<file path="config.mk">
export PLATFORM = sky130hd
export DESIGN_NAME = ethernet_mac_receiver
export DESIGN_NICKNAME = d
export VERILOG_FILES = /design/src/hdl/mac_rx_pkg.sv /design/src/hdl/ethernet_mac_receiver.sv
export VERILOG_INCLUDE_DIRS = /design/src /design/src/hdl
export SDC_FILE = /design/constraint.sdc
export NUM_CORES = 1
export LEC_CHECK = 0
export BUFFER_PORTS_ARGS = -buffer_cell sky130_fd_sc_hd__buf_2
export CORE_MARGIN = 2
export CORE_UTILIZATION = 55
export CTS_CLUSTER_DIAMETER = 50
export DETAILED_ROUTE_END_ITERATION = 6
export PLACE_DENSITY = 0.84
export SYNTH_ARGS = -nofsm -noshare
export SYNTH_HDL_FRONTEND = slang
export SYNTH_SLANG_ARGS = --single-unit
</file>
<file path="constraint.sdc">
create_clock -name clock -period 5.45 [get_ports clock]
set_input_delay 0.2725 -clock clock [delete_from_list [all_inputs] [get_ports clock]]
set_output_delay 0.2725 -clock clock [all_outputs]
set_load 0.01 [all_outputs]
</file>
<file path="src/hdl/mac_rx_regs.svh">
// Register offsets, field values, reset values and counts of the receive MAC.
// Included by the package and the receiver; holds definitions only.
`ifndef MAC_RX_REGS_SVH
`define MAC_RX_REGS_SVH

// Byte offsets of the AHB-Lite register words.
`define OFF_CTRL 8'h00
`define OFF_SLOT 8'h04
`define OFF_STATION_LO 8'h08
`define OFF_STATION_HI 8'h0C
`define OFF_HASH_LO 8'h10
`define OFF_HASH_HI 8'h14
`define OFF_STATUS 8'h18
`define OFF_CRC_COUNT 8'h1C
`define OFF_ALIGN_COUNT 8'h20
`define OFF_MISSED_COUNT 8'h24

// Reset values.
`define CTRL_RESET 8'h00
`define SLOT_RESET 16'h0200
`define STATION_RESET 48'h0000_0000_0000
`define HASH_RESET 64'h0000_0000_0000_0000

// Line patterns and CRC constants.
`define SFD_BYTE 8'hD5
`define CRC_INIT 32'hFFFF_FFFF
`define CRC_POLY 32'h04C1_1DB7
`define CRC_RESIDUE 32'hC704_DD7B

// Frame and FIFO figures.
`define DEST_BYTES 16'h0006
`define LONG_LIMIT 16'h05EE
`define FIFO_DEPTH 8
`define BURST_LEVEL 4'h6
`define COUNT_MAX 8'hFF
`define COUNT_ALERT 8'hC0

`endif

</file>
<file path="src/hdl/mac_rx_pkg.sv">
// Types shared by the receive MAC and its bench.
// Assumes mac_rx_regs.svh is on the include path.
package mac_rx_pkg;
`include "mac_rx_regs.svh"

   // Receive control settings, one bit each.
   typedef struct packed {
      logic long_en;
      logic monitor;
      logic errors_en;
      logic runts_en;
      logic bcast_en;
      logic mcast_en;
      logic promisc;
      logic nibble_mode;
   } rx_ctrl_t;

   // Per-frame status word.
   typedef struct packed {
      logic misaligned;
      logic crc_bad;
      logic missed;
      logic long_frame;
      logic runt;
      logic bcast;
      logic mcast;
      logic stored;
      logic [15:0] count;
   } frame_status_t;

   // Line-side receive sequence.
   typedef enum logic [1:0] {
      ST_IDLE,
      ST_HUNT,
      ST_DATA
   } rx_state_t;
endpackage

</file>
<file path="src/hdl/ethernet_mac_receiver.sv">
// Receive half of a 10/100 MAC: MII sampling, SFD search, CRC, filtering, FIFO, counters.
// Assumes one 100 MHz system clock; the PHY receive clock is sampled as a plain input.
`timescale 1ns/1ps
`include "mac_rx_regs.svh"

module ethernet_mac_receiver #(
   parameter int FIFO_DEPTH = `FIFO_DEPTH
) (
   input wire logic clock, // System clock, 100 MHz.
   input wire logic nrst, // Asynchronous reset, active low.
   input wire logic rx_clk, // Receive clock from the PHY.
   input wire logic [3:0] rxd, // Receive data from the PHY.
   input wire logic rx_dv, // Receive data valid.
   input wire logic rx_er, // Receive error.
   input wire logic crs, // Carrier sense.
   input wire logic col, // Collision detect.
   input wire logic hsel, // AHB-Lite slave select.
   input wire logic [31:0] haddr, // AHB-Lite address.
   input wire logic [1:0] htrans, // AHB-Lite transfer type.
   input wire logic hwrite, // AHB-Lite write flag.
   input wire logic [2:0] hsize, // AHB-Lite size, words only.
   input wire logic [31:0] hwdata, // AHB-Lite write data.
   input wire logic hready, // AHB-Lite bus ready.
   output logic [31:0] hrdata, // AHB-Lite read data.
   output logic hreadyout, // AHB-Lite slave ready.
   output logic hresp, // AHB-Lite response, always OKAY.
   output logic mem_burst_req, // Burst request to local receive memory.
   output logic mem_wvalid, // FIFO word available.
   output logic [31:0] mem_wdata, // FIFO word to memory.
   input wire logic mem_wready, // Memory takes the word.
   input wire logic mem_full, // Local receive memory is full.
   output logic frame_done, // Pulse: frame finished and drained.
   output mac_rx_pkg::frame_status_t frame_status, // Status of the last frame.
   output logic overflow_event, // Pulse: frame lost to memory full.
   output logic rx_error_event, // Pulse: CRC error outside monitor mode.
   output logic counter_alert // Pulse: an event counter reached 192.
);

   // One byte of CRC-32, least significant bit of the byte first.
   function automatic logic [31:0] crc_byte(input logic [31:0] crc, input logic [7:0] data);
      logic [31:0] c;
      c = crc;
      for (int i = 0; i < 8; i++) begin
         c = (c[31] ^ data[i]) ? ((c << 1) ^ `CRC_POLY) : (c << 1);
      end
      return c;
   endfunction

   // Saturating, clear-on-read event counter step.
   function automatic logic [7:0] count_step(input logic [7:0] c, input logic inc, input logic rd);
      if (rd) begin
         return inc ? 8'h01 : 8'h00;
      end else if (inc && c != `COUNT_MAX) begin
         return c + 8'h01;
      end
      return c;
   endfunction

   // Register file.
   mac_rx_pkg::rx_ctrl_t ctrl;
   logic [15:0] slot_bits;
   logic [47:0] station;
   logic [63:0] hash_table;
   logic [7:0] crc_count;
   logic [7:0] align_count;
   logic [7:0] missed_count;

   // Line sampling.
   logic [8:0] sync1;
   logic [8:0] sync2;
   logic clk_prev;
   logic rx_edge;
   logic [3:0] d_s;
   logic dv_s, er_s, active_s;

   // Frame state.
   mac_rx_pkg::rx_state_t state;
   logic [7:0] shreg;
   logic [7:0] next_shreg;
   logic [2:0] bit_cnt;
   logic [2:0] step;
   logic [2:0] next_bit_cnt;
   logic byte_strobe;
   logic frame_end;
   logic [15:0] byte_cnt;
   logic [31:0] crc;
   logic [31:0] next_crc;
   logic [47:0] dest;
   logic [47:0] next_dest;
   logic addr_match;
   logic is_addr_ok;
   logic is_bcast, is_mcast;
   logic storing;
   logic overflowed;
   logic er_seen;
   logic [31:0] pack;
   logic [1:0] lane;

   // FIFO.
   logic [31:0] fifo_mem [FIFO_DEPTH];
   logic [3:0] wr_ptr, rd_ptr, level;
   logic fifo_push, fifo_flush;
   logic [31:0] push_word;
   logic eof_pending;
   mac_rx_pkg::frame_status_t end_status;
   logic crc_inc, align_inc, missed_inc;

   // Bus phase decode.
   logic bus_take;
   logic wr_pend;
   logic [7:0] wr_off;
   logic [7:0] rd_off;
   logic rd_crc, rd_align, rd_missed;

   // The PHY clock and pins are asynchronous; two flops, then edge finding on the second stage.
   always_ff @(posedge clock or negedge nrst) begin
      if (!nrst) begin
         sync1 <= 9'h000;
         sync2 <= 9'h000;
         clk_prev <= 1'b0;
      end else begin
         sync1 <= {rx_clk, rx_er, rx_dv, col, crs, rxd};
         sync2 <= sync1;
         clk_prev <= sync2[8];
      end
   end

   // Data travels through the same two stages as the clock, so it is stable at the found edge.
   assign rx_edge = sync2[8] && !clk_prev;
   assign d_s = sync2[3:0];
   assign dv_s = sync2[6];
   assign er_s = sync2[7];
   assign active_s = ctrl.nibble_mode ? dv_s : (sync2[4] || sync2[5]);

   // Shift path: one bit at the top in serial mode, one nibble at the top in nibble mode.
   always_comb begin
      if (ctrl.nibble_mode) begin
         next_shreg = {d_s, shreg[7:4]};
         step = 3'h4;
      end else begin
         next_shreg = {d_s[0], shreg[7:1]};
         step = 3'h1;
      end
      next_bit_cnt = bit_cnt + step;
   end

   // Byte and end events happen only on found receive clock edges while framing.
   assign byte_strobe = rx_edge && state == mac_rx_pkg::ST_DATA && active_s && next_bit_cnt == 3'h0;
   assign frame_end = rx_edge && state == mac_rx_pkg::ST_DATA && !active_s;
   assign next_crc = crc_byte(crc, next_shreg);
   assign next_dest = {next_shreg, dest[47:8]};
   assign is_bcast = next_dest == 48'hFFFF_FFFF_FFFF;
   assign is_mcast = next_dest[0];

   // Filter decision, taken as the sixth destination byte arrives.
   always_comb begin
      if (ctrl.promisc) begin
         addr_match = 1'b1;
      end else if (is_bcast) begin
         addr_match = ctrl.bcast_en || hash_table[next_crc[31:26]];
      end else if (is_mcast) begin
         addr_match = ctrl.mcast_en && hash_table[next_crc[31:26]];
      end else begin
         addr_match = next_dest == station;
      end
   end

   // Receive sequence: idle, SFD hunt, data.
   always_ff @(posedge clock or negedge nrst) begin
      if (!nrst) begin
         state <= mac_rx_pkg::ST_IDLE;
         shreg <= 8'h00;
         bit_cnt <= 3'h0;
      end else if (rx_edge) begin
         case (state)
            mac_rx_pkg::ST_IDLE: begin
               shreg <= 8'h00;
               if (active_s) begin
                  shreg <= next_shreg;
                  state <= mac_rx_pkg::ST_HUNT;
               end
            end
            mac_rx_pkg::ST_HUNT: begin
               shreg <= next_shreg;
               bit_cnt <= 3'h0;
               if (!active_s) begin
                  state <= mac_rx_pkg::ST_IDLE;
               end else if (next_shreg == `SFD_BYTE) begin
                  state <= mac_rx_pkg::ST_DATA;
               end
            end
            mac_rx_pkg::ST_DATA: begin
               if (active_s) begin
                  shreg <= next_shreg;
                  bit_cnt <= next_bit_cnt;
               end else begin
                  state <= mac_rx_pkg::ST_IDLE;
               end
            end
            default: state <= mac_rx_pkg::ST_IDLE;
         endcase
      end
   end

   // Per-frame bookkeeping: count, CRC, destination, storing and abort flags.
   always_ff @(posedge clock or negedge nrst) begin
      if (!nrst) begin
         byte_cnt <= 16'h0000;
         crc <= `CRC_INIT;
         dest <= 48'h0000_0000_0000;
         storing <= 1'b0;
         overflowed <= 1'b0;
         er_seen <= 1'b0;
         is_addr_ok <= 1'b0;
      end else if (rx_edge && state == mac_rx_pkg::ST_HUNT && active_s && next_shreg == `SFD_BYTE) begin
         byte_cnt <= 16'h0001;
         crc <= `CRC_INIT;
         storing <= !ctrl.monitor;
         overflowed <= 1'b0;
         er_seen <= 1'b0;
         is_addr_ok <= 1'b0;
      end else begin
         if (rx_edge && ctrl.nibble_mode && dv_s && er_s) begin
            er_seen <= 1'b1;
         end
         if (byte_strobe) begin
            crc <= next_crc;
            if (byte_cnt != 16'hFFFF) begin
               byte_cnt <= byte_cnt + 16'h0001;
            end
            if (byte_cnt <= `DEST_BYTES) begin
               dest <= next_dest;
            end
            if (byte_cnt == `DEST_BYTES) begin
               is_addr_ok <= addr_match;
               if (!addr_match) begin
                  storing <= 1'b0;
               end
            end
         end
         if (state == mac_rx_pkg::ST_DATA && storing && mem_full) begin
            storing <= 1'b0;
            overflowed <= 1'b1;
         end
      end
   end

   logic flag_bcast, flag_mcast;

   // Destination class kept for the status word.
   always_ff @(posedge clock or negedge nrst) begin
      if (!nrst) begin
         flag_bcast <= 1'b0;
         flag_mcast <= 1'b0;
      end else if (byte_strobe && byte_cnt == `DEST_BYTES) begin
         flag_bcast <= is_bcast;
         flag_mcast <= is_mcast && !is_bcast;
      end
   end

   // Frame verdict, formed from the state just before the frame end.
   logic v_crc_bad, v_misaligned, v_long, v_runt, v_accept, v_stored;
   always_comb begin
      v_crc_bad = crc != `CRC_RESIDUE || er_seen;
      v_misaligned = v_crc_bad && bit_cnt != 3'h0;
      v_long = ctrl.long_en && byte_cnt > `LONG_LIMIT + 16'h0001;
      v_runt = byte_cnt <= (slot_bits >> 3);
      v_accept = is_addr_ok && (!v_runt || ctrl.runts_en) && (!v_crc_bad || ctrl.errors_en);
      v_stored = v_accept && storing && !overflowed;
      crc_inc = frame_end && v_crc_bad && !v_long;
      align_inc = frame_end && v_misaligned && !v_long;
      missed_inc = frame_end && (overflowed || (ctrl.monitor && v_accept));
   end

   // Bytes pack little-endian into dwords; a partial dword is flushed at frame end.
   always_ff @(posedge clock or negedge nrst) begin
      if (!nrst) begin
         pack <= 32'h0000_0000;
         lane <= 2'h0;
      end else if (frame_end || state != mac_rx_pkg::ST_DATA) begin
         pack <= 32'h0000_0000;
         lane <= 2'h0;
      end else if (byte_strobe) begin
         pack[lane*8 +: 8] <= next_shreg;
         lane <= lane + 2'h1;
      end
   end

   // Push a full dword while storing, or the tail of a frame that is kept.
   always_comb begin
      fifo_push = 1'b0;
      push_word = pack;
      if (byte_strobe && storing && lane == 2'h3) begin
         fifo_push = 1'b1;
         push_word = {next_shreg, pack[23:0]};
      end else if (frame_end && v_stored && lane != 2'h0) begin
         fifo_push = 1'b1;
      end
      fifo_flush = (byte_strobe && byte_cnt == `DEST_BYTES && !addr_match) || (frame_end && !v_stored);
   end

   // Eight-dword FIFO; a push while it already holds FIFO_DEPTH words is dropped.
   always_ff @(posedge clock or negedge nrst) begin
      if (!nrst) begin
         wr_ptr <= 4'h0;
         rd_ptr <= 4'h0;
      end else if (fifo_flush) begin
         wr_ptr <= 4'h0;
         rd_ptr <= 4'h0;
      end else begin
         if (fifo_push && level != 4'(FIFO_DEPTH)) begin
            fifo_mem[wr_ptr[2:0]] <= push_word;
            wr_ptr <= wr_ptr + 4'h1;
         end
         if (mem_wvalid && mem_wready) begin
            rd_ptr <= rd_ptr + 4'h1;
         end
      end
   end

   assign level = wr_ptr - rd_ptr;
   assign mem_wvalid = level != 4'h0;
   assign mem_wdata = fifo_mem[rd_ptr[2:0]];
   assign mem_burst_req = level >= `BURST_LEVEL || (eof_pending && mem_wvalid);

   // Status is posted at every frame end; completion waits for the stored words to drain.
   always_ff @(posedge clock or negedge nrst) begin
      if (!nrst) begin
         frame_status <= '0;
         end_status <= '0;
         eof_pending <= 1'b0;
         frame_done <= 1'b0;
         overflow_event <= 1'b0;
         rx_error_event <= 1'b0;
      end else begin
         frame_done <= 1'b0;
         overflow_event <= frame_end && overflowed;
         rx_error_event <= frame_end && v_crc_bad && !ctrl.monitor;
         if (frame_end) begin
            frame_status <= '{v_misaligned, v_crc_bad, overflowed || (ctrl.monitor && v_accept), v_long,
                              v_runt, flag_bcast, flag_mcast, v_stored, byte_cnt};
            eof_pending <= 1'b1;
         end else if (eof_pending && !mem_wvalid) begin
            eof_pending <= 1'b0;
            frame_done <= 1'b1;
         end
      end
   end

   // AHB-Lite slave: zero wait states, OKAY always; read data is captured in the address phase.
   assign hreadyout = 1'b1;
   assign hresp = 1'b0;
   assign bus_take = hsel && htrans[1] && hready;
   assign rd_off = haddr[7:0];
   assign rd_crc = bus_take && !hwrite && rd_off == `OFF_CRC_COUNT;
   assign rd_align = bus_take && !hwrite && rd_off == `OFF_ALIGN_COUNT;
   assign rd_missed = bus_take && !hwrite && rd_off == `OFF_MISSED_COUNT;

   always_ff @(posedge clock or negedge nrst) begin
      if (!nrst) begin
         wr_pend <= 1'b0;
         wr_off <= 8'h00;
         hrdata <= 32'h0000_0000;
      end else begin
         wr_pend <= bus_take && hwrite;
         wr_off <= rd_off;
         if (bus_take && !hwrite) begin
            case (rd_off)
               `OFF_CTRL: hrdata <= {24'h00_0000, ctrl};
               `OFF_SLOT: hrdata <= {16'h0000, slot_bits};
               `OFF_STATION_LO: hrdata <= station[31:0];
               `OFF_STATION_HI: hrdata <= {16'h0000, station[47:32]};
               `OFF_HASH_LO: hrdata <= hash_table[31:0];
               `OFF_HASH_HI: hrdata <= hash_table[63:32];
               `OFF_STATUS: hrdata <= {8'h00, frame_status};
               `OFF_CRC_COUNT: hrdata <= {24'h00_0000, crc_count};
               `OFF_ALIGN_COUNT: hrdata <= {24'h00_0000, align_count};
               `OFF_MISSED_COUNT: hrdata <= {24'h00_0000, missed_count};
               default: hrdata <= 32'h0000_0000;
            endcase
         end
      end
   end

   // Writable settings take the data phase word.
   always_ff @(posedge clock or negedge nrst) begin
      if (!nrst) begin
         ctrl <= `CTRL_RESET;
         slot_bits <= `SLOT_RESET;
         station <= `STATION_RESET;
         hash_table <= `HASH_RESET;
      end else if (wr_pend) begin
         case (wr_off)
            `OFF_CTRL: ctrl <= hwdata[7:0];
            `OFF_SLOT: slot_bits <= hwdata[15:0];
            `OFF_STATION_LO: station[31:0] <= hwdata;
            `OFF_STATION_HI: station[47:32] <= hwdata[15:0];
            `OFF_HASH_LO: hash_table[31:0] <= hwdata;
            `OFF_HASH_HI: hash_table[63:32] <= hwdata;
            default: ;
         endcase
      end
   end

   // Event counters; an increment in the reading cycle survives as a count of one.
   always_ff @(posedge clock or negedge nrst) begin
      if (!nrst) begin
         crc_count <= 8'h00;
         align_count <= 8'h00;
         missed_count <= 8'h00;
         counter_alert <= 1'b0;
      end else begin
         crc_count <= count_step(crc_count, crc_inc, rd_crc);
         align_count <= count_step(align_count, align_inc, rd_align);
         missed_count <= count_step(missed_count, missed_inc, rd_missed);
         counter_alert <= (crc_inc && !rd_crc && crc_count == `COUNT_ALERT - 8'h01) ||
                          (align_inc && !rd_align && align_count == `COUNT_ALERT - 8'h01) ||
                          (missed_inc && !rd_missed && missed_count == `COUNT_ALERT - 8'h01);
      end
   end

endmodule

</file>
==> results.cfg <==
[place]
place_worst_setup_slack_ps = 418
portBuffers = 150
place.gp.congestion = 0.945
hpwlAfterDp_um = 51600

[timing]
drv_slew = 0
relSlewSlack_pct = 17.6
fin_crit_sh_pct = 94.1
skew_ps = 24.0
final.min_clock_period_ps = 5130
final.setup.tns_ps = 0
hold_viol_final = 0
setup_slack_ps = 320
worst_pin_slew_ps = 1230
setup_viol = 0
rsz0062_at_grt = false
max_freq_mhz = 195

[synthesis]
syn-num-nets = 2333
ys_seq_elements = 653
yosysTopAreaCellShare_pct = 31.0
yosysMostFrequentCell = dfrtp_1
yosysTopAreaCell = dfrtp_1
ys_types = 75
synth_edf_count = 256
synth_common_cells = 364 x dfrtp_1, 278 x nand2_1, 256 x edfxtp_1
async_flop_share_pct = 60.8
synth_flop_cell = dfrtp_1
netlist_area_sq_mm = 0.0294
seq_area_frac_synth_pct = 60.2
netlist_instances = 2213
synth.area.top_cells = dfrtp_1 31%, edfxtp_1 26%, mux2_2 6.6%, mux4_2 5.3%, nand2_1 3.6%
syn_avg_cell_area_sq_um = 13.3
yosysWarnings = 0

[worst_hold_path]
hold_path_class = input pin to flip-flop
min-delay-start = hwdata[6]

[flow_run]
max_cap_viol_count = 0

[setup_path]
endpoint_kind = flip-flop
worstSetupPathType = flip-flop to flip-flop
crit_chain = mux2i_1, xnor2_2, xnor3_1, xor2_4, buf_4, mux4_2, a22o_1, a221oi_2, mux2i_4, a22oi_4, nor3_4, buf_12
path_delay_family = XOR/XNOR gates
cp_slowest_cell = xnor2_2
startpoint = ctrl[0]
crit_required_ps = 5800
r2r-start = ctrl[0]
cp_max_fo = 26
crit_arrival_ps = 5480
startpoint_type = flip-flop
reg2reg_slack_ps = 320
cp_num_buf_inv = 2
cpPeakStageDelay_ps = 650

[cts]
cts_buffers = 69
cts.htree.levels = 3
clock_sinks = 653
root_buffer = clkbuf_16
clk_pin_slew_worst_paths_ps = 60
insertion_delay_ps = 620
clockBufferDepth = 3
cts_tree = yes

[power]
power_density_mw_per_mm2 = 349
intPower_mw = 8.62
p_leak_nw = 14.2
p_sw_mw = 3.20
pwr-share-clk_pct = 40.1
post-layout-total-power_mw = 11.8
p_sw_share_pct = 27.1
peakVddDrop_v = 0.000276
comb_power_share_pct = 15.0
power.sequential.fraction_pct = 45.0

[detailed_routing]
drtAntennaViolNets = 0
drc = 17
firstDrtPassIters = 7
drt_iter0_markers = 2095
vias = 20200
routedWlPerCell_um = 24.8
viasPerCell = 6.37
wl_um = 78600

[global_routing]
grt_usage_pct = 28.5
grt_overflow = 0
grt_max_degree = 182
grt_first_pass_wirelength_um = 121000
grt_pass1_vias = 20700
antenna_found_initial = 4

[floorplanning]
start_util_pct = 55.8
die_y_um = 235
rows = 84
die_x_um = 235
io_pins = 181
dieArea_sq_mm = 0.0552
coreArea_sq_mm = 0.0527

[cells_and_area]
fin_nets = 2550
area_growth_pct = 15.6
drive_above_1_share_pct = 25.4

[status]
outcome = complete, but fails checks
violations = design-rule violations
## logic make-up (layout without fill, tap and decap cells)
kind of cell	after synthesis	count (layout)	synth area share (%)
flip-flops	653	653	60.2
AO/OA/AOI/OAI	329	329	7.88
adder cells (fa/ha/maj)	35	35	1.52
multiplexers	293	293	13.8
buffers and inverters	147	418	2.02
AND/OR/NAND/NOR	597	597	9.27
XOR/XNOR	157	157	5.27
other	2	4	0.0256
## metal layers
layer	vias to the layer above	share of wire (%)	track usage, %
li1	8641	-	-
met1	10200	38	36.8
met2	1105	49	46.7
met3	238	7.8	5.64
met4	2	4.7	13.7
met5	-	0.023	0
## repair_timing
action,in CTS,in global routing
gates resized for setup,0,0
endpoints found under the setup margin,0,0
hold endpoints to repair,189,0
hold buffers,49,0
buffers inserted,0,0
## state kept, by name, indices dropped and copies added (netlist names), 2 cells and up
signal,cells
rd_ptr,4
frame_status,24
shreg,7
hash_table,64
hrdata,32
lane,2
sync2,9
align_count,8
state,2
bit_cnt,3
wr_ptr,4
fifo_mem,256
crc,32
slot_bits,16
station,48
dest,40
sync1,9
ctrl,8
missed_count,8
crc_count,8
byte_cnt,16
wr_off,8
pack,32
## path summary, 6_finish.rpt
| kind | endpoint | depth (start not counted) |
|---|---|---|
| worst max-delay path | fifo_mem[7][10] | 12 |
| max in group asynchronous | hrdata[26] | 4 |
| worst min-delay path | ctrl[6] | 3 |
| worst max register to register | fifo_mem[7][10] | 12 |
| min in group asynchronous | sync1[8] | 2 |
| worst min register to register | sync2[7] | 0 |
## power groups by stage
| stage | Combinational, mW | Clock (mW) | Sequential, mW |
|---|---|---|---|
| after floorplan | 1.30 | 0 | 5.32 |
| after global routing | 1.90 | 4.98 | 5.33 |
| after CTS | 1.77 | 4.77 | 5.31 |
| final | 1.77 | 4.74 | 5.32 |
| after detailed placement | 1.74 | 0 | 5.41 |
| after global placement | 1.69 | 0 | 5.40 |
## cell type report
class	count	area [sq um]
Tap cell	688	861
Inverter	37	139
Timing Repair Buffer	256	1740
Sequential cell	653	17700
Fill cell	3622	18700
Antenna cell	2	5.00
Multi-Input combinational cell	1413	11200
Clock buffer	91	1920
Clock inverter	34	358
## tightest hold or removal path, cell delays in order
cell	delay (ps)
buf_2	160
nand2_1	70
o21ai_0	70
## placed cells by master (no fill, tap or decap), drive strengths merged, types with 9 or more instances in the layout
master / n
nor3: 56
o31ai: 17
xnor2: 103
nand2: 278
mux4: 69
mux2i: 52
a22oi: 35
nand2b: 9
nor4: 14
dfrtp: 364
a22o: 31
or3: 10
clkinv: 19
nand3: 35
a221oi: 34
a21oi: 55
and3: 18
dfstp: 33
inv: 45
buf: 207
nand4: 35
dlygate4sd3: 49
edfxtp: 256
o211ai: 32
ha: 34
mux2: 172
clkbuf: 91
xor2: 49
nor2: 105
o21ai: 67
a21o: 14
a31oi: 12
## through the flow
stage | hold WS, ps | util, % | instance area [sq um] | std cells
2_1_floorplan | -23.1 | - | 29400 | 2213
3_3_place_gp | 278 | 59.2 | 31200 | 2998
3_5_place_dp | 285 | 59.2 | 31200 | 2998
4_1_cts | 1.45 | 64.4 | 33900 | 3172
5_1_grt | 10.7 | 64.4 | 33900 | 3174
6_report | 24.3 | 64.4 | 33900 | 3174
Note: power is estimated with default switching activity, not from simulation.
